File: config.mk
export PLATFORM = sky130hd
export DESIGN_NAME = pcf_core_ctl
export DESIGN_NICKNAME = d
export VERILOG_FILES = /design/src/hw/pcf_pkg.sv /design/src/hw/pcf_stack_if.sv /design/src/hw/pcf_core_ctl.sv /design/src/hw/pcf_ret_stack.sv
export VERILOG_INCLUDE_DIRS = /design/src /design/src/hw
export SDC_FILE = /design/constraint.sdc
export NUM_CORES = 1
export LEC_CHECK = 0
export BUFFER_PORTS_ARGS = -buffer_cell sky130_fd_sc_hd__buf_2
export CAP_MARGIN = 15
export CORE_MARGIN = 10
export CORE_UTILIZATION = 57
export DETAILED_ROUTE_END_ITERATION = 12
export PLACE_DENSITY_LB_ADDON = 0.2
export SYNTH_ARGS = -nofsm -noshare
export SYNTH_HDL_FRONTEND = slang
export SYNTH_SLANG_ARGS = --single-unit
export TNS_END_PERCENT = 30
File: constraint.sdc
create_clock -name mclk -period 6.4 [get_ports mclk]
set_input_delay 1.92 -clock mclk [delete_from_list [all_inputs] [get_ports mclk]]
set_output_delay 1.92 -clock mclk [all_outputs]
set_load 0.02 [all_outputs]
File: src/hw/pcf_regs.svh
// Offsets, field positions, sizes and vector addresses of the program-control block
`ifndef PCF_REGS_SVH
`define PCF_REGS_SVH
`define PCF_ADDR_FIRST_PTR   8'h80
`define PCF_ADDR_SECOND_PTR  8'h81
`define PCF_ADDR_SLOT_ONE    8'h82
`define PCF_ADDR_SLOT_B      8'h83
`define PCF_ADDR_PAGE_SEL    8'hCA
`define PCF_ADDR_WIN_LO      8'h40
`define PCF_ADDR_WIN_HI      8'h7F
`define PCF_PC_W             12
`define PCF_STACK_DEPTH      6
`define PCF_PC_STATIC_BIT    11
`define PCF_RESET_VEC_LO     12'hFFE
`define PCF_NMI_VEC_LO       12'hFFC
`define PCF_STATIC_PAGE      2'h1
`endif

File: src/hw/pcf_pkg.sv
// Types shared by the program-control block
package pcf_pkg;
  typedef enum logic [2:0] {
    PCF_MODE_NORMAL = 3'h1,
    PCF_MODE_INTR   = 3'h2,
    PCF_MODE_URGENT = 3'h4
  } pcf_mode_t;

  typedef enum logic [3:0] {
    PCF_PC_HOLD   = 4'h0,
    PCF_PC_STEP   = 4'h1,
    PCF_PC_JUMP   = 4'h2,
    PCF_PC_CALL   = 4'h3,
    PCF_PC_REL    = 4'h4,
    PCF_PC_INTR   = 4'h5,
    PCF_PC_NMI    = 4'h6,
    PCF_PC_SUBEX  = 4'h7,
    PCF_PC_INTEX  = 4'h8
  } pcf_pc_op_t;

  typedef enum logic [2:0] {
    PCF_FL_NONE  = 3'h0,
    PCF_FL_ARITH = 3'h1,
    PCF_FL_LOGIC = 3'h2,
    PCF_FL_BTEST = 3'h3,
    PCF_FL_ROTL  = 3'h4
  } pcf_flag_op_t;

  typedef enum logic [3:0] {
    PCF_VEC_IDLE = 4'h1,
    PCF_VEC_LO   = 4'h2,
    PCF_VEC_HI   = 4'h4,
    PCF_VEC_LOAD = 4'h8
  } pcf_vec_state_t;
endpackage

File: src/hw/pcf_stack_if.sv
// Push/pop carrier between the core and its return stack
`timescale 1ns/1ps
interface pcf_stack_if #(parameter int W = 12);
  logic         push;
  logic         pop;
  logic [W-1:0] push_val;
  logic [W-1:0] top_val;
  logic         empty;
  modport core  (output push, output pop, output push_val, input top_val, input empty);
  modport stack (input push, input pop, input push_val, output top_val, output empty);
endinterface

File: src/hw/pcf_core_ctl.sv
// Program counter, banked flags, return stack and core register mapping
//
// Notes on behaviour
// - Pointers at 80h and 81h as RAM
// - Short-direct slots at 82h and 83h
// - Direct/bit access; pointers drive indirect fetch
// - Twelve-bit program counter, 4096 bytes reach
// - Counter steps by one after fetch
// - Relative branch adds signed offset to counter
// - Load target, vectors or stack top
// - Three flag pairs, only current used
// - Entry selects pair; exit restores previous
// - Pairs reachable in own mode, cleared only by reset
// - Carry: arithmetic, bit test, rotate feed
// - Zero set on zero result; bit test leaves it unchanged
// - Leave reset in urgent mode
// - Six twelve-bit levels, no pointer visible
// - Push shifts down, sixth lost
// - Pop loads counter, shifts up
// - Empty pop holds stack, continues
// - Only return addresses are stacked
// - Lower half banked by page code
// - Page 1 aliases static page
// - Sixty-four byte data window into ROM; not decoded here, 40h-7Fh reads 00h with no hit
// - Bit 11 high selects static page
// - Page select write-only, untouched by calls
`timescale 1ns/1ps
`include "pcf_regs.svh"
module pcf_core_ctl
  import pcf_pkg::*;
#(
  parameter int PW = `PCF_PC_W,
  parameter int RW = 13
) (
  input  wire logic         mclk,
  input  wire logic         srst,
  input  wire pcf_pc_op_t   pc_op,
  input  wire logic [PW-1:0] pc_target,
  input  wire logic [7:0]   rel_offset,
  input  wire logic         fetch_step,
  input  wire logic [7:0]   rom_rdata,
  output logic [RW-1:0]     rom_addr,
  output logic              vec_busy,
  input  wire logic         ds_wr,
  input  wire logic         ds_rd,
  input  wire logic [7:0]   ds_addr,
  input  wire logic [7:0]   ds_wdata,
  output logic [7:0]        ds_rdata,
  output logic              ds_hit,
  output logic [7:0]        ind_ptr0,
  output logic [7:0]        ind_ptr1,
  input  wire pcf_flag_op_t flag_op,
  input  wire logic [8:0]   alu_sum,
  input  wire logic         bit_tested,
  output logic              carry,
  output logic              zero,
  output logic [PW-1:0]     pc,
  output pcf_mode_t         mode,
  output logic              stack_empty
);
  logic [PW-1:0]  pc_q;
  logic [PW-1:0]  pc_d;
  pcf_mode_t      mode_q;
  pcf_mode_t      prev_mode_q;
  logic [2:0]     carry_q;
  logic [2:0]     zero_q;
  logic [1:0]     idx;
  logic [7:0]     ptr0_q;
  logic [7:0]     ptr1_q;
  logic [7:0]     slot1_q;
  logic [7:0]     slotb_q;
  logic [1:0]     page_q;
  logic [7:0]     rdata_d;
  logic           hit_d;
  logic [RW-1:0]  fetch_addr;
  logic [RW-1:0]  rom_addr_d;
  pcf_vec_state_t vst_q;
  logic [PW-1:0]  vec_base_q;
  logic [7:0]     vec_lo_q;
  logic [PW-1:0]  rel_sum;
  logic           res_zero;
  logic           new_carry;
  logic           exit_op;

  pcf_stack_if #(.W(PW)) sif ();

  pcf_ret_stack #(.DEPTH(`PCF_STACK_DEPTH), .W(PW)) u_stack (
    .mclk (mclk),
    .srst (srst),
    .sif  (sif)
  );

  // ------------------------------------------------------------
  // Return stack control
  // ------------------------------------------------------------
  assign exit_op      = (pc_op == PCF_PC_SUBEX) || (pc_op == PCF_PC_INTEX);
  assign sif.push     = (vst_q == PCF_VEC_IDLE) && ((pc_op == PCF_PC_CALL) ||
                        (pc_op == PCF_PC_INTR) || (pc_op == PCF_PC_NMI));
  assign sif.pop      = (vst_q == PCF_VEC_IDLE) && exit_op;
  assign sif.push_val = pc_q;

  // ------------------------------------------------------------
  // Program counter
  // ------------------------------------------------------------
  assign rel_sum = pc_q + PW'({{4{rel_offset[7]}}, rel_offset});

  always_comb begin
    pc_d = pc_q;
    case (pc_op)
      PCF_PC_STEP:  pc_d = fetch_step ? pc_q + PW'(1) : pc_q;
      PCF_PC_JUMP,
      PCF_PC_CALL,
      PCF_PC_INTR:  pc_d = pc_target;
      PCF_PC_REL:   pc_d = rel_sum;
      PCF_PC_SUBEX,
      PCF_PC_INTEX: pc_d = sif.empty ? pc_q + PW'(1) : sif.top_val;
      default:      pc_d = pc_q;
    endcase
  end

  // Vector fetch sequencer for reset and urgent entry
  always_ff @(posedge mclk) begin
    if (srst) begin
      vst_q      <= PCF_VEC_LO;
      vec_base_q <= `PCF_RESET_VEC_LO;
      vec_lo_q   <= 8'h00;
    end else begin
      case (vst_q)
        PCF_VEC_IDLE: if (pc_op == PCF_PC_NMI) begin
          vst_q      <= PCF_VEC_LO;
          vec_base_q <= `PCF_NMI_VEC_LO;
        end
        PCF_VEC_LO:   vst_q <= PCF_VEC_HI;
        PCF_VEC_HI: begin
          vec_lo_q <= rom_rdata;
          vst_q    <= PCF_VEC_LOAD;
        end
        PCF_VEC_LOAD: vst_q <= PCF_VEC_IDLE;
        default:      vst_q <= PCF_VEC_IDLE;
      endcase
    end
  end

  always_ff @(posedge mclk) begin
    if (srst) begin
      pc_q <= `PCF_RESET_VEC_LO;
    end else if (vst_q == PCF_VEC_LOAD) begin
      pc_q <= {rom_rdata[3:0], vec_lo_q};
    end else if (vst_q == PCF_VEC_IDLE) begin
      pc_q <= pc_d;
    end
  end

  // ------------------------------------------------------------
  // Mode and banked flags
  // ------------------------------------------------------------
  always_ff @(posedge mclk) begin
    if (srst) begin
      mode_q      <= PCF_MODE_URGENT;
      prev_mode_q <= PCF_MODE_NORMAL;
    end else if (vst_q == PCF_VEC_IDLE) begin
      if (pc_op == PCF_PC_NMI) begin
        prev_mode_q <= mode_q;
        mode_q      <= PCF_MODE_URGENT;
      end else if (pc_op == PCF_PC_INTR) begin
        prev_mode_q <= mode_q;
        mode_q      <= PCF_MODE_INTR;
      end else if (pc_op == PCF_PC_INTEX) begin
        mode_q      <= prev_mode_q;
        prev_mode_q <= PCF_MODE_NORMAL;
      end
    end
  end

  always_comb begin
    case (mode_q)
      PCF_MODE_NORMAL: idx = 2'h0;
      PCF_MODE_INTR:   idx = 2'h1;
      PCF_MODE_URGENT: idx = 2'h2;
      default:         idx = 2'h2;
    endcase
  end

  assign res_zero = (alu_sum[7:0] == 8'h00);

  always_comb begin
    new_carry = carry_q[idx];
    case (flag_op)
      PCF_FL_ARITH: new_carry = alu_sum[8];
      PCF_FL_BTEST: new_carry = bit_tested;
      PCF_FL_ROTL:  new_carry = alu_sum[8];
      default:      new_carry = carry_q[idx];
    endcase
  end

  // Only the active pair is written; others keep their value
  always_ff @(posedge mclk) begin
    if (srst) begin
      carry_q <= 3'h0;
      zero_q  <= 3'h0;
    end else if (flag_op != PCF_FL_NONE) begin
      carry_q[idx] <= new_carry;
      if (flag_op != PCF_FL_BTEST) begin
        zero_q[idx] <= res_zero;
      end
    end
  end

  // ------------------------------------------------------------
  // Data-space registers
  // ------------------------------------------------------------
  always_ff @(posedge mclk) begin
    if (srst) begin
      ptr0_q  <= 8'h00;
      ptr1_q  <= 8'h00;
      slot1_q <= 8'h00;
      slotb_q <= 8'h00;
    end else if (ds_wr) begin
      case (ds_addr)
        `PCF_ADDR_FIRST_PTR:  ptr0_q  <= ds_wdata;
        `PCF_ADDR_SECOND_PTR: ptr1_q  <= ds_wdata;
        `PCF_ADDR_SLOT_ONE:   slot1_q <= ds_wdata;
        `PCF_ADDR_SLOT_B:     slotb_q <= ds_wdata;
        default:              ;
      endcase
    end
  end

  // Page code has no reset; write-only, not disturbed by calls
  always_ff @(posedge mclk) begin
    if (ds_wr && ds_addr == `PCF_ADDR_PAGE_SEL) begin
      page_q <= ds_wdata[1:0];
    end
  end

  always_comb begin
    rdata_d = 8'h00;
    hit_d   = 1'b0;
    case (ds_addr)
      `PCF_ADDR_FIRST_PTR: begin
        rdata_d = ptr0_q;
        hit_d   = 1'b1;
      end
      `PCF_ADDR_SECOND_PTR: begin
        rdata_d = ptr1_q;
        hit_d   = 1'b1;
      end
      `PCF_ADDR_SLOT_ONE: begin
        rdata_d = slot1_q;
        hit_d   = 1'b1;
      end
      `PCF_ADDR_SLOT_B: begin
        rdata_d = slotb_q;
        hit_d   = 1'b1;
      end
      default: begin
        rdata_d = 8'h00;
        hit_d   = 1'b0;
      end
    endcase
  end

  // Registered read port; bit ops are read-modify-write by the core
  always_ff @(posedge mclk) begin
    if (srst) begin
      ds_rdata <= 8'h00;
      ds_hit   <= 1'b0;
    end else begin
      ds_rdata <= ds_rd ? rdata_d : 8'h00;
      ds_hit   <= ds_rd && hit_d;
    end
  end

  // ------------------------------------------------------------
  // Program ROM addressing
  // ------------------------------------------------------------
  always_comb begin
    if (pc_q[`PCF_PC_STATIC_BIT]) begin
      fetch_addr = {`PCF_STATIC_PAGE, pc_q[10:0]};
    end else begin
      fetch_addr = {page_q, pc_q[10:0]};
    end
  end

  always_comb begin
    case (vst_q)
      PCF_VEC_LO: rom_addr_d = {`PCF_STATIC_PAGE, vec_base_q[10:0]};
      PCF_VEC_HI: rom_addr_d = {`PCF_STATIC_PAGE, vec_base_q[10:0] + 11'h001};
      default:    rom_addr_d = fetch_addr;
    endcase
  end

  // Window 40h-7Fh is not routed into ROM; data reads there return 00h without a hit
  always_ff @(posedge mclk) begin
    if (srst) begin
      rom_addr    <= '0;
      vec_busy    <= 1'b1;
      pc          <= '0;
      mode        <= PCF_MODE_URGENT;
      carry       <= 1'b0;
      zero        <= 1'b0;
      stack_empty <= 1'b1;
      ind_ptr0    <= 8'h00;
      ind_ptr1    <= 8'h00;
    end else begin
      rom_addr    <= rom_addr_d;
      vec_busy    <= (vst_q != PCF_VEC_IDLE);
      pc          <= pc_q;
      mode        <= mode_q;
      carry       <= carry_q[idx];
      zero        <= zero_q[idx];
      stack_empty <= sif.empty;
      ind_ptr0    <= ptr0_q;
      ind_ptr1    <= ptr1_q;
    end
  end

  // ------------------------------------------------------------
  // Checks
  // ------------------------------------------------------------
  a_reset_mode_urgent: assert property (@(posedge mclk)
    $fell(srst) |-> mode_q == PCF_MODE_URGENT)
    else $error("not in urgent mode after reset");
  a_pc_step_one: assert property (@(posedge mclk) disable iff (srst)
    vst_q == PCF_VEC_IDLE && pc_op == PCF_PC_STEP && fetch_step |=> pc_q == $past(pc_q) + 12'h001)
    else $error("counter did not step by one");
  a_pc_jump_load: assert property (@(posedge mclk) disable iff (srst)
    vst_q == PCF_VEC_IDLE && pc_op == PCF_PC_JUMP |=> pc_q == $past(pc_target))
    else $error("jump target not loaded");
  a_pc_rel_add: assert property (@(posedge mclk) disable iff (srst)
    vst_q == PCF_VEC_IDLE && pc_op == PCF_PC_REL |=> pc_q == $past(rel_sum))
    else $error("relative branch sum wrong");
  a_mode_intr_entry: assert property (@(posedge mclk) disable iff (srst)
    vst_q == PCF_VEC_IDLE && pc_op == PCF_PC_INTR |=> mode_q == PCF_MODE_INTR)
    else $error("interrupt entry mode wrong");
  a_flag_other_hold: assert property (@(posedge mclk) disable iff (srst)
    idx == 2'h0 |=> carry_q[2] == $past(carry_q[2]) && zero_q[1] == $past(zero_q[1]))
    else $error("inactive flag pair changed");
  a_zero_flag_set: assert property (@(posedge mclk) disable iff (srst)
    flag_op == PCF_FL_ARITH ##1 idx == $past(idx) |-> zero_q[idx] == ($past(alu_sum[7:0]) == 8'h00))
    else $error("zero flag wrong");
  a_static_fetch_map: assert property (@(posedge mclk) disable iff (srst)
    vst_q == PCF_VEC_IDLE && pc_q[11] |=> rom_addr[12:11] == 2'h1)
    else $error("static page not selected");
  a_ptr_write_read: assert property (@(posedge mclk) disable iff (srst)
    ds_wr && ds_addr == 8'h80 ##1 ds_rd && ds_addr == 8'h80 && !ds_wr |=> ds_rdata == $past(ds_wdata, 2))
    else $error("first pointer readback wrong");

  c_call_seen:  cover property (@(posedge mclk) disable iff (srst) sif.push);
  c_intex_seen: cover property (@(posedge mclk) disable iff (srst) pc_op == PCF_PC_INTEX && !sif.empty);
  c_empty_pop:  cover property (@(posedge mclk) disable iff (srst) sif.pop && sif.empty);
  c_nmi_entry:  cover property (@(posedge mclk) disable iff (srst) vst_q == PCF_VEC_LOAD);
endmodule

File: src/hw/pcf_ret_stack.sv
// Six-level shifting return-address stack
`timescale 1ns/1ps
`include "pcf_regs.svh"
module pcf_ret_stack
  import pcf_pkg::*;
#(
  parameter int DEPTH = `PCF_STACK_DEPTH,
  parameter int W     = `PCF_PC_W
) (
  input  wire logic  mclk,
  input  wire logic  srst,
  pcf_stack_if.stack sif
);
  logic [W-1:0]   lvl_q [DEPTH];
  logic [DEPTH:0] fill_q;

  assign sif.top_val = lvl_q[0];
  assign sif.empty   = fill_q[0];

  // ------------------------------------------------------------
  // Shift levels
  // ------------------------------------------------------------
  always_ff @(posedge mclk) begin
    if (sif.push) begin
      lvl_q[0] <= sif.push_val;
      for (int i = 1; i < DEPTH; i++) begin
        lvl_q[i] <= lvl_q[i-1];
      end
    end else if (sif.pop && !fill_q[0]) begin
      for (int i = 0; i < DEPTH - 1; i++) begin
        lvl_q[i] <= lvl_q[i+1];
      end
    end
  end

  // One-hot occupancy: bit k set means k levels held; saturates both ends
  always_ff @(posedge mclk) begin
    if (srst) begin
      fill_q <= '0;
      fill_q[0] <= 1'b1;
    end else if (sif.push && !fill_q[DEPTH]) begin
      fill_q <= {fill_q[DEPTH-1:0], 1'b0};
    end else if (sif.pop && !sif.push && !fill_q[0]) begin
      fill_q <= {1'b0, fill_q[DEPTH:1]};
    end
  end

  a_stack_empty_pop: assert property (@(posedge mclk) disable iff (srst)
    sif.pop && !sif.push && fill_q[0] |=> fill_q[0])
    else $error("pop on empty stack moved occupancy");
  a_stack_push_top: assert property (@(posedge mclk) disable iff (srst)
    sif.push |=> lvl_q[0] == $past(sif.push_val))
    else $error("pushed value not on top");
endmodule

== Word-level counts from Yosys, hierarchy flattened ==
Memories as Yosys holds them, arrays and structs flattened.
Cells that the tools add are included.
W data, S select, Z words.
Word-level totals
  register bits: 135
  bits in writable memories: 72
  input bits: 66
  output and inout bits: 57
  logic and storage cells: 136
  memories kept: 1
Memories
  u_stack.lvl_q: words 6, width 12, read ports 6, clocked after memory_dff 0, wr ports 6, RTL line pcf_ret_stack.sv:14  | logic [W-1:0] lvl_q [DEPTH];
Operators by class
  $add $sub $neg: 3
  magnitude comparators: 2
  eq/ne operators: 26
  multiplexer cells: 39
  bitwise operators: 6
  reductions and logical operators: 34
Operators by type and width (count)
  $mux W12: 9
  $pmux W12 S4: 1
  $eq A8 B8 Y1 const B: 5
  $pmux W8 S4: 1
  $pmux W13 S2: 1
  $eq A4 B3 Y1 const B: 5
  $mux W3: 6
  $mux W7: 2
  $reduce_and A2 Y1: 7
  $mux W13: 1
  $add A12 B1 Y12 const B: 1
  $add A12 B12 Y12: 1
  $eq A4 B2 Y1 const B: 3
  $pmux W4 S3: 1
  $logic_and A1 B1 Y1: 9
  $mux W1: 9
  $eq A4 B1 Y1 const B: 2
  $eq A4 B4 Y1 const B: 2
  $logic_not A8 Y1: 1
  $bwmux W3: 2
  $eq A3 B1 Y1 const B: 2
  $eq A3 B2 Y1 const B: 2
  $reduce_bool A3 Y1: 2
  $reduce_or A2 Y1: 3
  22 further kinds: 32

== Logic depth before layout (Yosys ltp) ==
Gate-level depths: netlist (run 1).
  depth after elaboration: 9
  mapped depth: 9
  mapped depth without buffers: 8

== By module ==
A second synthesis (run 1) with hierarchy kept.
Second synthesis, totals
  cells, all modules: 1002
  area total of the unflattened synthesis: 9226.3 um^2
Modules (own cells, without submodules)
  pcf_core_ctl: times used 1, cells an instance 704, area each 5987.0 um^2, seq. area each 2582.5 um^2
  pcf_ret_stack: times used 1, cells an instance 298, area each 3239.4 um^2, seq. area each 2302.2 um^2

== Least setup slack after synthesis (run 1) ==
Ideal clock, no wire load.
  path kind: input to register
  start point: input pc_op[1]
  end point: memory u_stack.lvl_q[0][0] (enable)
  library setup time: 0.419 ns
  data arrival time: 4.586 ns
  data required time: 5.981 ns
  setup slack: 1.395 ns
  stages on the path: 7
  buffers on the path: 3
  cells stage by stage: or4b_1 buf_2 a21oi_4 nand2_1 clkbuf_1 clkbuf_1 nand2_1
RTL lines
  from (decl): RTL line pcf_core_ctl.sv:37  | input wire pcf_pc_op_t pc_op,
  to (decl): RTL line pcf_ret_stack.sv:14

==> out/summary.txt, run 1 <==
Clock tree sinks: 207
Critical path's slowest cell: or4b_1
Placed cell area: 0.009883 sq mm
Fin. Hold Viols: 0
Status: complete, no violations
Period minus WS final: 4.299 ns
Post-DR vias/cell: 5.654
Flops & latches, synth: 207
Compound-gate portion of the synthesized area: 0.1268
Register area share after synthesis: 0.5335
Final Max Tran Viols: 0
TritonCTS clock tree: done
Worst hold path depth: 0
Period utilisation layout: 0.6718
Area delta synth->final: 16.23%
Iter 0 DRT Violations: 780
First drt pass iteration count: 5
Setup Buffers After CTS: 0
Core outline area: 0.01583 sq mm
Yosys warns: 0
Worst EP required: 6.59 ns
# setup viols final: 0
CTS root buf: clkbuf_16
Post-Syn Nets: 1052
H-tree levels: 1
RSZ-0062 raised after global routing: false
Static Leakage: 4.493 nW
Worst path cell trace: buf_2 > or4b_1 > a21oi_4 > nand2_2 > buf_4 > nand2_2 > buf_12
EDFF count, synth: 74
Post_cts resized: 0
Gr ovfl total: 0
DRC viols: 0
Synth unique cells: 70
Chip height: 146.7 microns
Placed cell count: 1261
Pwr per Cell Area: 281.9 mW/mm^2
Max stage delay on crit path: 0.69 ns
Initial core utilization: 0.5785
Most used DFF post-synth: dfxtp_1
Arr. time, crit path: 4.49 ns
DRT Wirelength: 22870 microns
Mux cell area share after synthesis: 0.04058
Setup Crit Path Kind: input pin to flip-flop
Adder-cell share of the synthesized area: 0.01858
Row count: 46
First-pass GRT wire length: 36850 microns
Worst r2r path cells: 4
Mapped Cells: 973
DIE AREA: 0.02153 sq mm
VDD IR max: 0.2126 mV
Clk Latency, worst-skew pair: 0.50 ns
Antenna violations before repair: 0
CP endpoint kind: flip-flop
Critical Path Most Common Cell: nand2_2
Die Wd: 146.7 microns
Avg Cell Area, Syn: 9.410 sq um
Ys async rst share: 0
Routed wire per std cell: 17.57 microns
Critical Path End: u_stack.lvl_q[0][36]$_DFFE_PP_
CTS clk-pin slew, worst paths: 0.05 ns
CTS buffer count: 23
Worst R2R Start: vst_q[1]$_SDFFE_PP1P_
Post-Place Setup Slack: 1.606 ns
Hold Buf Count CTS: 0
GPL Wtd Cong: 0.8954
Synth Cell Area: 0.009156 sq mm
CP max FO: 66
Commonest cells after routing, fill and taps aside: nand2_1 (238), dfxtp_1 (133), buf_2 (121)
Max Clk Rate: 0.2326 GHz
Post-route ant nets: 0
Largest family of logic cells by synthesized area: simple AND/OR/NAND/NOR gates
Share of cells above drive strength 1: 0.1740
Setup TNS: 0 ns
Synth Area in XOR/XNOR: 0.02200
Commonest non-fill, non-tap cell in the layout: nand2_1
Kind of launch point of the worst setup path: input pin
Post-layout worst setup margin: 2.101 ns
Max_slew headroom: 0.3756
IO Count: 123
Pin count of the biggest net entering global routing: 95
All-Layer GR Usage: 0.2060
Antenna Cells: 0
Fin cells: 1302
Vias in the first global route: 7034
Post-Synth Simple-Gate Area: 0.2263
Nets: 1149
Least-Margin Pin Slew: 0.9366 ns
Worst Clk Skew: 0.01339 ns
Reg2reg setup slack: 3.57 ns
CTS Buffer Depth: 3
Post-route design area: 0.01064 sq mm
Max-Cap Viols: 0
Worst Setup SP: pc_op[1]
Port buffer count: 122
Via count: 7361
Hold WC Path Type: flip-flop to flip-flop
R2R Path End: u_stack.lvl_q[0][36]$_DFFE_PP_
Hpwl dp: 15970 microns
per-stage QoR:
step / hold slack [ns] / util / power [W]
6_report: 0.4499 / 0.6724 / 0.003000
4_1_cts: 0.4532 / 0.6724 / 0.003007
5_1_grt: 0.4653 / 0.6724 / 0.003095
3_3_place_gp: 0.4292 / 0.6244 / 0.001699
3_5_place_dp: 0.4375 / 0.6244 / 0.001701
2_1_floorplan: 0.4258 / - / 0.001610
where the power goes:
group	internal [W]	total (W)	switching, W
sequential	0.00139	0.00142	0.0000308
combinational	0.0000995	0.000257	0.000158
clock	0.000818	0.00132	0.000504
cell usage after synthesis, types with 3 or more instances:
| master | instances | area share |
|---|---|---|
| o22ai_1 | 3 | 0.0020 |
| nor2_1 | 77 | 0.032 |
| a22oi_1 | 14 | 0.011 |
| nand4_1 | 4 | 0.0027 |
| buf_2 | 8 | 0.0044 |
| mux2i_1 | 27 | 0.030 |
| and2_1 | 7 | 0.0048 |
| clkbuf_1 | 41 | 0.017 |
| mux2_2 | 9 | 0.011 |
| a21o_1 | 5 | 0.0041 |
| o32ai_1 | 3 | 0.0029 |
| nor2b_1 | 35 | 0.024 |
| nand2_1 | 240 | 0.098 |
| nor3_1 | 17 | 0.0093 |
| dfxtp_1 | 133 | 0.29 |
| buf_1 | 6 | 0.0025 |
| nand3b_1 | 6 | 0.0049 |
| a221oi_1 | 9 | 0.0086 |
| edfxtp_1 | 74 | 0.24 |
| o211ai_1 | 6 | 0.0049 |
| nand2b_1 | 9 | 0.0061 |
| nand3_1 | 21 | 0.011 |
| ha_1 | 12 | 0.016 |
| nor4b_1 | 5 | 0.0048 |
| a211oi_1 | 14 | 0.011 |
| xor2_1 | 9 | 0.0086 |
| o22a_1 | 3 | 0.0029 |
| a21oi_1 | 63 | 0.034 |
| and3_1 | 6 | 0.0041 |
| a31oi_1 | 3 | 0.0020 |
| inv_1 | 11 | 0.0045 |
| xnor2_1 | 14 | 0.013 |
| or3_1 | 3 | 0.0020 |
| o21bai_1 | 12 | 0.0098 |
| nor4_1 | 5 | 0.0034 |
| o21ai_0 | 12 | 0.0066 |
flip-flops by register name, summed over array words and instances, names as in the netlist, 4 cells and up:
| register | count |
|---|---|
| u_stack.lvl_q | 72 |
| rom_addr | 13 |
| pc | 12 |
| pc_q | 12 |
| ds_rdata | 8 |
| ind_ptr0 | 8 |
| ind_ptr1 | 8 |
| ptr0_q | 8 |
| ptr1_q | 8 |
| slot1_q | 8 |
| slotb_q | 8 |
| vec_lo_q | 8 |
| u_stack.fill_q | 7 |
| vst_q | 4 |
cells by family (layout without fill, tap and decap cells):
kind of cell,Yosys count,count (layout)
AND/OR/NAND/NOR,453,453
AO/OA/AOI/OAI,171,171
flip-flops,207,207
multiplexers,36,36
adder cells (fa/ha/maj),13,13
buffers and inverters,70,183
XOR/XNOR,23,23
routing by layer:
| layer | GRT usage | wire length, microns | part of all wire | vias up |
|---|---|---|---|---|
| met4 | 0.06006 | 595 | 0.026 | 0 |
| met3 | 0.05252 | 1915 | 0.084 | 51 |
| met5 | 0 | 0 | 0 | - |
| li1 | - | - | - | 3590 |
| met2 | 0.3166 | 10360 | 0.45 | 294 |
| met1 | 0.2806 | 9999 | 0.44 | 3426 |
critical path, delay by kind of cell:
kind | cells | cell delay, ns
buffers and inverters | 3 | 0.81
and+or+nand+nor | 3 | 1.40
AOI/OAI and AO/OA | 1 | 0.32
how the worst min path moves through the flow:
stage	endpoint	start
2_1_floorplan	vec_base_q[1]$_SDFFE_PP1P_	vec_base_q[1]$_SDFFE_PP1P_
3_3_place_gp	u_stack.lvl_q[0][61]$_DFFE_PP_	u_stack.lvl_q[0][49]$_DFFE_PP_
3_5_place_dp	u_stack.lvl_q[0][66]$_DFFE_PP_	u_stack.lvl_q[0][54]$_DFFE_PP_
4_1_cts	u_stack.lvl_q[0][60]$_DFFE_PP_	u_stack.lvl_q[0][48]$_DFFE_PP_
5_1_grt	u_stack.lvl_q[0][60]$_DFFE_PP_	u_stack.lvl_q[0][48]$_DFFE_PP_
6_report	u_stack.lvl_q[0][63]$_DFFE_PP_	u_stack.lvl_q[0][51]$_DFFE_PP_
area by class of cell:
type	instances	area, sq um
clock buffer	33	641.9
sequential	207	4885
multi-input combinational	696	3994
inverter	11	41.29
tap	216	270.3
clock inverter	8	117.6
fill	1290	5185
timing repair buffer	131	693.2
No activity file was read; power rests on OpenSTA's default activity.
==> inputs of run 2 (changes only) <==
Settings changed: ABC_AREA set to 1, CORE_UTILIZATION 57 to 52.
Clock period 6.4 ns to 3.5 ns, I/O delays scaled along.
==> out/summary.txt, run 2 <==
Top post-synthesis cells by count: nand2_1 (208), nor2_1 (149), inv_1 (145)
Register area share after synthesis: 0.5289
Arr. time, crit path: 2.76 ns
Ys async rst share: 0
Post-synth top area share: 0.2883
Count leader, synth: nand2_1
Commonest non-fill, non-tap cell in the layout: nand2_1
Clock tree sinks: 207
Period utilisation layout: 0.6847
Period minus WS final: 2.396 ns
Worst Clk Skew: 0.02735 ns
First-pass GRT wire length: 36850 microns
Nets: 1324
Antenna Cells: 0
TritonCTS clock tree: done
Post-Place Setup Slack: 0.6735 ns
H-tree levels: 1
Row count: 48
Post-Syn Nets: 1215
Critical Path Most Common Cell: nand2_1
Leading area contributor after synthesis: dfxtp_1
Critical path's slowest cell: nand2_1
Crit-path leading delay family: simple AND/OR/NAND/NOR gates
Antenna violations before repair: 0
Synth Cell Area: 0.009235 sq mm
Commonest cells after routing, fill and taps aside: nand2_1 (207), nor2_1 (149), inv_1 (144)
VDD IR max: 0.4008 mV
Via count: 7858
Hold_sp: u_stack.lvl_q[0][55]$_DFFE_PP_
Core outline area: 0.01736 sq mm
CP max FO: 16
Reg2reg setup slack: 1.31 ns
Hold WS: 0.4509 ns
Worst R2R Start: pc_q[0]$_SDFFE_PP0P_
RSZ-0062 raised after global routing: false
Worst r2r path cells: 10
Setup TNS: 0 ns
Max stage delay on crit path: 0.44 ns
Post_cts resized: 0
Worst hold path depth: 0
Mapped Cells: 1136
FF/Latch Area: 0.004885 sq mm
Kind of launch point of the worst setup path: input pin
Most flops, register: u_stack.lvl_q
Die Wd: 153.3 microns
Worst EP required: 3.86 ns
Worst hold endpoint: u_stack.lvl_q[0][67]$_DFFE_PP_
First drt pass iteration count: 7
Max Clk Rate: 0.4173 GHz
Hold Buf Count CTS: 0
Area occupied by multi-input gates: 0.003537 sq mm
Status: complete, no violations
DIE AREA: 0.02349 sq mm
CTS buffer count: 22
Yosys warns: 0
R2R Path End: pc_q[6]$_SDFFE_PP1P_
Hold WC Path Type: flip-flop to flip-flop
Max reg flops: 72
Max-Cap Viols: 0
Routed wire per std cell: 15.25 microns
Setup Crit Path Kind: input pin to flip-flop
CTS Buffer Depth: 3
CTS clk-pin slew, worst paths: 0.06 ns
Hpwl dp: 16180 microns
Filler cells: 1554
CTS root buf: clkbuf_16
GPL Wtd Cong: 0.9014
Clk Latency, worst-skew pair: 0.52 ns
Iter 0 DRT Violations: 627
Port buffer count: 122
IO Count: 123
Post-layout worst setup margin: 1.104 ns
DRC viols: 0
Chip height: 153.3 microns
Biggest regs: u_stack.lvl_q x72, rom_addr x13
Pin count of the biggest net entering global routing: 101
Placed cell count: 1446
Flops & latches, synth: 207
Static Leakage: 4.851 nW
Setup Buffers After CTS: 0
Gr ovfl total: 0
Worst path cell trace: buf_2 > inv_2 > nor2_1 > nand2_1 > nand2_1 > nor2_1 > nand2_1 > nand2_2 > nand2_1 > inv_2 > nand2_1 > nand4_1
Share of cells above drive strength 1: 0.1578
Pwr per Cell Area: 492.9 mW/mm^2
Post-route ant nets: 0
DRT Wirelength: 22660 microns
Area delta synth->final: 16.05%
Max_slew headroom: 0.5463
# setup viols final: 0
Vias in the first global route: 7378
CP endpoint kind: flip-flop
All-Layer GR Usage: 0.1831
Avg Cell Area, Syn: 8.129 sq um
WP buf/inv: 3
Most used DFF post-synth: dfxtp_1
Least-Margin Pin Slew: 0.6806 ns
Synth area leaders: dfxtp_1 (29%), edfxtp_1 (24%), nand2_1 (8.5%), nor2_1 (6.1%), inv_1 (5.9%)
Initial core utilization: 0.5321
Fin cells: 1486
Fin. Hold Viols: 0
Final Max Tran Viols: 0
Post-DR vias/cell: 5.288
Synth unique cells: 43
EDFF count, synth: 74
==> run 2: cell types whose count changed after synthesis, moves of 14 or more <==
cell and change:
o21ai_0 +31, nand2_1 -32, a211oi_1 -14, clkbuf_1 -21, o21ai_1 +52, nor3_1 -14, nand4_1 +14, nor2b_1 -35
inv_1 +134, nor2_1 +72, nand3_1 +52, a21oi_1 +26, mux2i_1 -27
==> run 2: layer usage <==
| layer | vias up | part of all wire | global-route usage |
|---|---|---|---|
| met3 | 40 | 0.073 | 0.04377 |
| met5 | - | 0 | 0 |
| li1 | 3974 | - | - |
| met4 | 0 | 0.016 | 0.03860 |
| met2 | 260 | 0.46 | 0.2986 |
| met1 | 3584 | 0.45 | 0.2413 |
==> run 2: how the worst max path moves through the flow <==
stage,start,to,slack [ns],cells after the start
2_1_floorplan,pc_op[1],u_stack.lvl_q[0][0]$_DFFE_PP_,0.45,7
5_1_grt,pc_op[0],pc_q[1]$_SDFFE_PP1P_,0.87,12
3_3_place_gp,pc_op[1],u_stack.lvl_q[0][50]$_DFFE_PP_,0.73,7
3_5_place_dp,pc_op[2],pc_q[1]$_SDFFE_PP1P_,0.67,12
4_1_cts,pc_op[2],pc_q[1]$_SDFFE_PP1P_,1.18,12
6_report,pc_op[2],pc_q[1]$_SDFFE_PP1P_,1.10,12
==> run 2: area by class of cell <==
cell class                 instances  area share
clock buffer                      32     0.06047
tap                              225     0.02627
multi-input combinational        727      0.3300
timing repair buffer             130     0.06608
sequential                       207      0.4558
clock inverter                     8    0.006304
inverter                         157     0.05510
==> run 2: through the flow <==
stage               total power [W]  cell area (sq um)    util
floorplan                  0.002925               9238       -
global placement           0.003081              10000  0.5763
detailed placement         0.003088              10000  0.5763
CTS                        0.005315              10720  0.6175
global route               0.005482              10720  0.6175
finish                     0.005283              10720  0.6175
==> run 2: worst reg2reg max path, stage by stage (launching register included) <==
cell and delay (ns):
dfxtp_1 0.46, ha_1 0.33, fa_1 0.43, nand2_1 0.13, nand3_1 0.15, nand3_1 0.13, nand3b_1 0.09, nand3_1 0.10
nand3_1 0.08, nand2_1 0.09, nand3_1 0.07
==> run 2: power breakdown <==
group	leakage, nW	switching, W	internal (W)	total [W]
logic	2.75	0.000312	0.000161	0.000473
clock network	0.344	0.000945	0.00130	0.00224
registers	1.75	0.0000327	0.00254	0.00257
==> run 2: cells by family after synthesis <==
| group | count (synthesis) | share of synthesized area |
|---|---|---|
| multiplexers | 1 | 0.001219 |
| adder cells (fa/ha/maj) | 13 | 0.01843 |
| AO/OA/AOI/OAI | 234 | 0.1389 |
| flip-flops | 207 | 0.5289 |
| XOR/XNOR | 3 | 0.002846 |
| AND/OR/NAND/NOR | 476 | 0.2200 |
| buffers and inverters | 202 | 0.08969 |
==> inputs of run 3 (changes only) <==
Settings changed: ABC_AREA 1 to 0, CORE_UTILIZATION 52 to 57.
Clock period 3.5 ns to 2.3 ns, I/O delays scaled along.
==> out/summary.txt, run 3 (synthesized netlist as in run 1, its figures left out) <==
Nets: 1230
Placed cell count: 1343
Post-DR vias/cell: 5.572
Hold WC Path Type: input pin to flip-flop
Static Leakage: 4.943 nW
Hpwl dp: 17630 microns
CP max FO: 15
CTS clk-pin slew, worst paths: 0.06 ns
Setup TNS: 0 ns
H-tree levels: 1
Most flops, register: u_stack.lvl_q
CP endpoint kind: flip-flop
Share of cells above drive strength 1: 0.2393
Setup Crit Path Kind: input pin to flip-flop
Max Clk Rate: 0.4480 GHz
Row count: 46
Routed wire per std cell: 17.77 microns
VDD IR max: 0.6839 mV
GPL Wtd Cong: 0.9790
Antenna violations before repair: 0
Critical path's slowest cell: a222oi_1
Iter 0 DRT Violations: 538
Chip height: 146.7 microns
Status: complete, no violations
Clock tree sinks: 207
Reg2reg setup slack: 0.09 ns
DIE AREA: 0.02153 sq mm
GR Layer Usage met3: 0.05068
CTS root buf: clkbuf_16
Least-Margin Pin Slew: 0.6441 ns
First-pass GRT wire length: 39010 microns
Commonest cells after routing, fill and taps aside: nand2_1 (238), dfxtp_1 (133), buf_2 (121)
Period minus WS final: 2.232 ns
Final Core Density: 0.7239
Fin cells: 1382
DRC viols: 0
Final Max Tran Viols: 0
Via count: 7700
Biggest regs: u_stack.lvl_q x72, rom_addr x13
Fin. Hold Viols: 0
Gr ovfl total: 0
Max_slew headroom: 0.5690
CTS buffer count: 22
Antenna Cells: 0
Routing usage on met2: 0.3494
All-Layer GR Usage: 0.2177
CTS Buffer Depth: 3
Pin count of the biggest net entering global routing: 74
First drt pass iteration count: 5
Clk Latency, worst-skew pair: 0.49 ns
Port buffer count: 122
Worst path cell trace: buf_2 > buf_4 > buf_4 > nor2b_2 > a21oi_1 > o22a_1 > a222oi_1 > o211ai_1 > a311o_1
Max reg flops: 72
Placed cell area: 0.01062 sq mm
Critical Path Most Common Cell: buf_4
Period utilisation layout: 0.9704
Max stage delay on crit path: 0.50 ns
Arr. time, crit path: 2.61 ns
Vias in the first global route: 7540
Gr busiest metal: met2
Core outline area: 0.01583 sq mm
Initial core utilization: 0.5785
Area delta synth->final: 25.13%
Pwr per Cell Area: 754.3 mW/mm^2
Post-route design area: 0.01146 sq mm
DRT Wirelength: 24560 microns
Post-route ant nets: 0
Met1 usage: 0.2901
Kind of launch point of the worst setup path: input pin
Commonest non-fill, non-tap cell in the layout: nand2_1
Max-Cap Viols: 0
Crit-path leading delay family: compound AO/OA/AOI/OAI gates
Worst Clk Skew: 0.009058 ns
Die Wd: 146.7 microns
TritonCTS clock tree: done
WP buf/inv: 3
# setup viols final: 0
RSZ-0062 raised after global routing: true
Pwr Total: 0.008643 W
IO Count: 123
Worst EP required: 2.68 ns
-- run 3: changes by cell type in the layout (fill, tap and decap cells not counted), moves of 14 or more --
cell      change
o21ai_1      -52
o21ai_0      -31
nand3_1      -51
inv_1       -133
a211oi_1     +14
nor2_1       -73
nand4_1      -14
buf_4        +78
nor2b_1      +34
mux2i_1      +27
nand2_1      +31
a21oi_1      -27
-- run 3: worst paths after layout --
kind / start / endpoint / depth (start not counted)
setup / recovery: pc_op[1] / pc_q[7]$_SDFFE_PP1P_ / 9
hold / removal: rom_rdata[5] / vec_lo_q[5]$_SDFFE_PP0P_ / 3
setup reg to reg: pc_q[0]$_SDFFE_PP0P_ / pc_q[4]$_SDFFE_PP1P_ / 8
hold reg to reg: vec_lo_q[3]$_SDFFE_PP0P_ / vec_lo_q[3]$_SDFFE_PP0P_ / 2
-- run 3: report_power, final --
| part | total, W | switching, W | internal [W] |
|---|---|---|---|
| Clock | 0.00384 | 0.00140 | 0.00244 |
| Sequential | 0.00393 | 0.0000637 | 0.00387 |
| Combinational | 0.000872 | 0.000501 | 0.000371 |
-- run 3: per-layer routing --
layer / share of wire / vias up
met1: 0.43 / 3630
met2: 0.47 / 291
met4: 0.022 / 0
li1: - / 3739
met3: 0.080 / 40
met5: 0 / -
-- run 3: timing repair --
item / 4_1_cts / 5_1_grt
hold endpoints to repair: 0 / 0
endpoints found under the setup margin: 0 / 5
buffers inserted: 0 / 0
resized for setup: 0 / 7
hold buffers: 0 / 0
-- run 3: cell type report --
type | instances | area [sq um]
Fill cell | 1175 | 4370
Timing Repair Buffer | 213 | 1409
Multi-Input combinational cell | 696 | 4045
Clock inverter | 5 | 103.9
Sequential cell | 207 | 4885
Tap cell | 216 | 270.3
Clock buffer | 34 | 703.2
Inverter | 11 | 41.29
-- run 3: tightest hold or removal path: cells and delay by family --
family	cells	cell delay (ns)
compound gates	1	0.05
buf+inv	1	0.10
simple gates	1	0.04
-- run 3: metrics by stage --
stage	setup WS, ns	hold slack (ns)
final	0.06803	0.4425
after global routing	-0.04520	0.4391
after CTS	0.01593	0.4302
after detailed placement	-0.4419	0.4358
after global placement	-0.3979	0.4374
after floorplan	-0.2991	0.4258
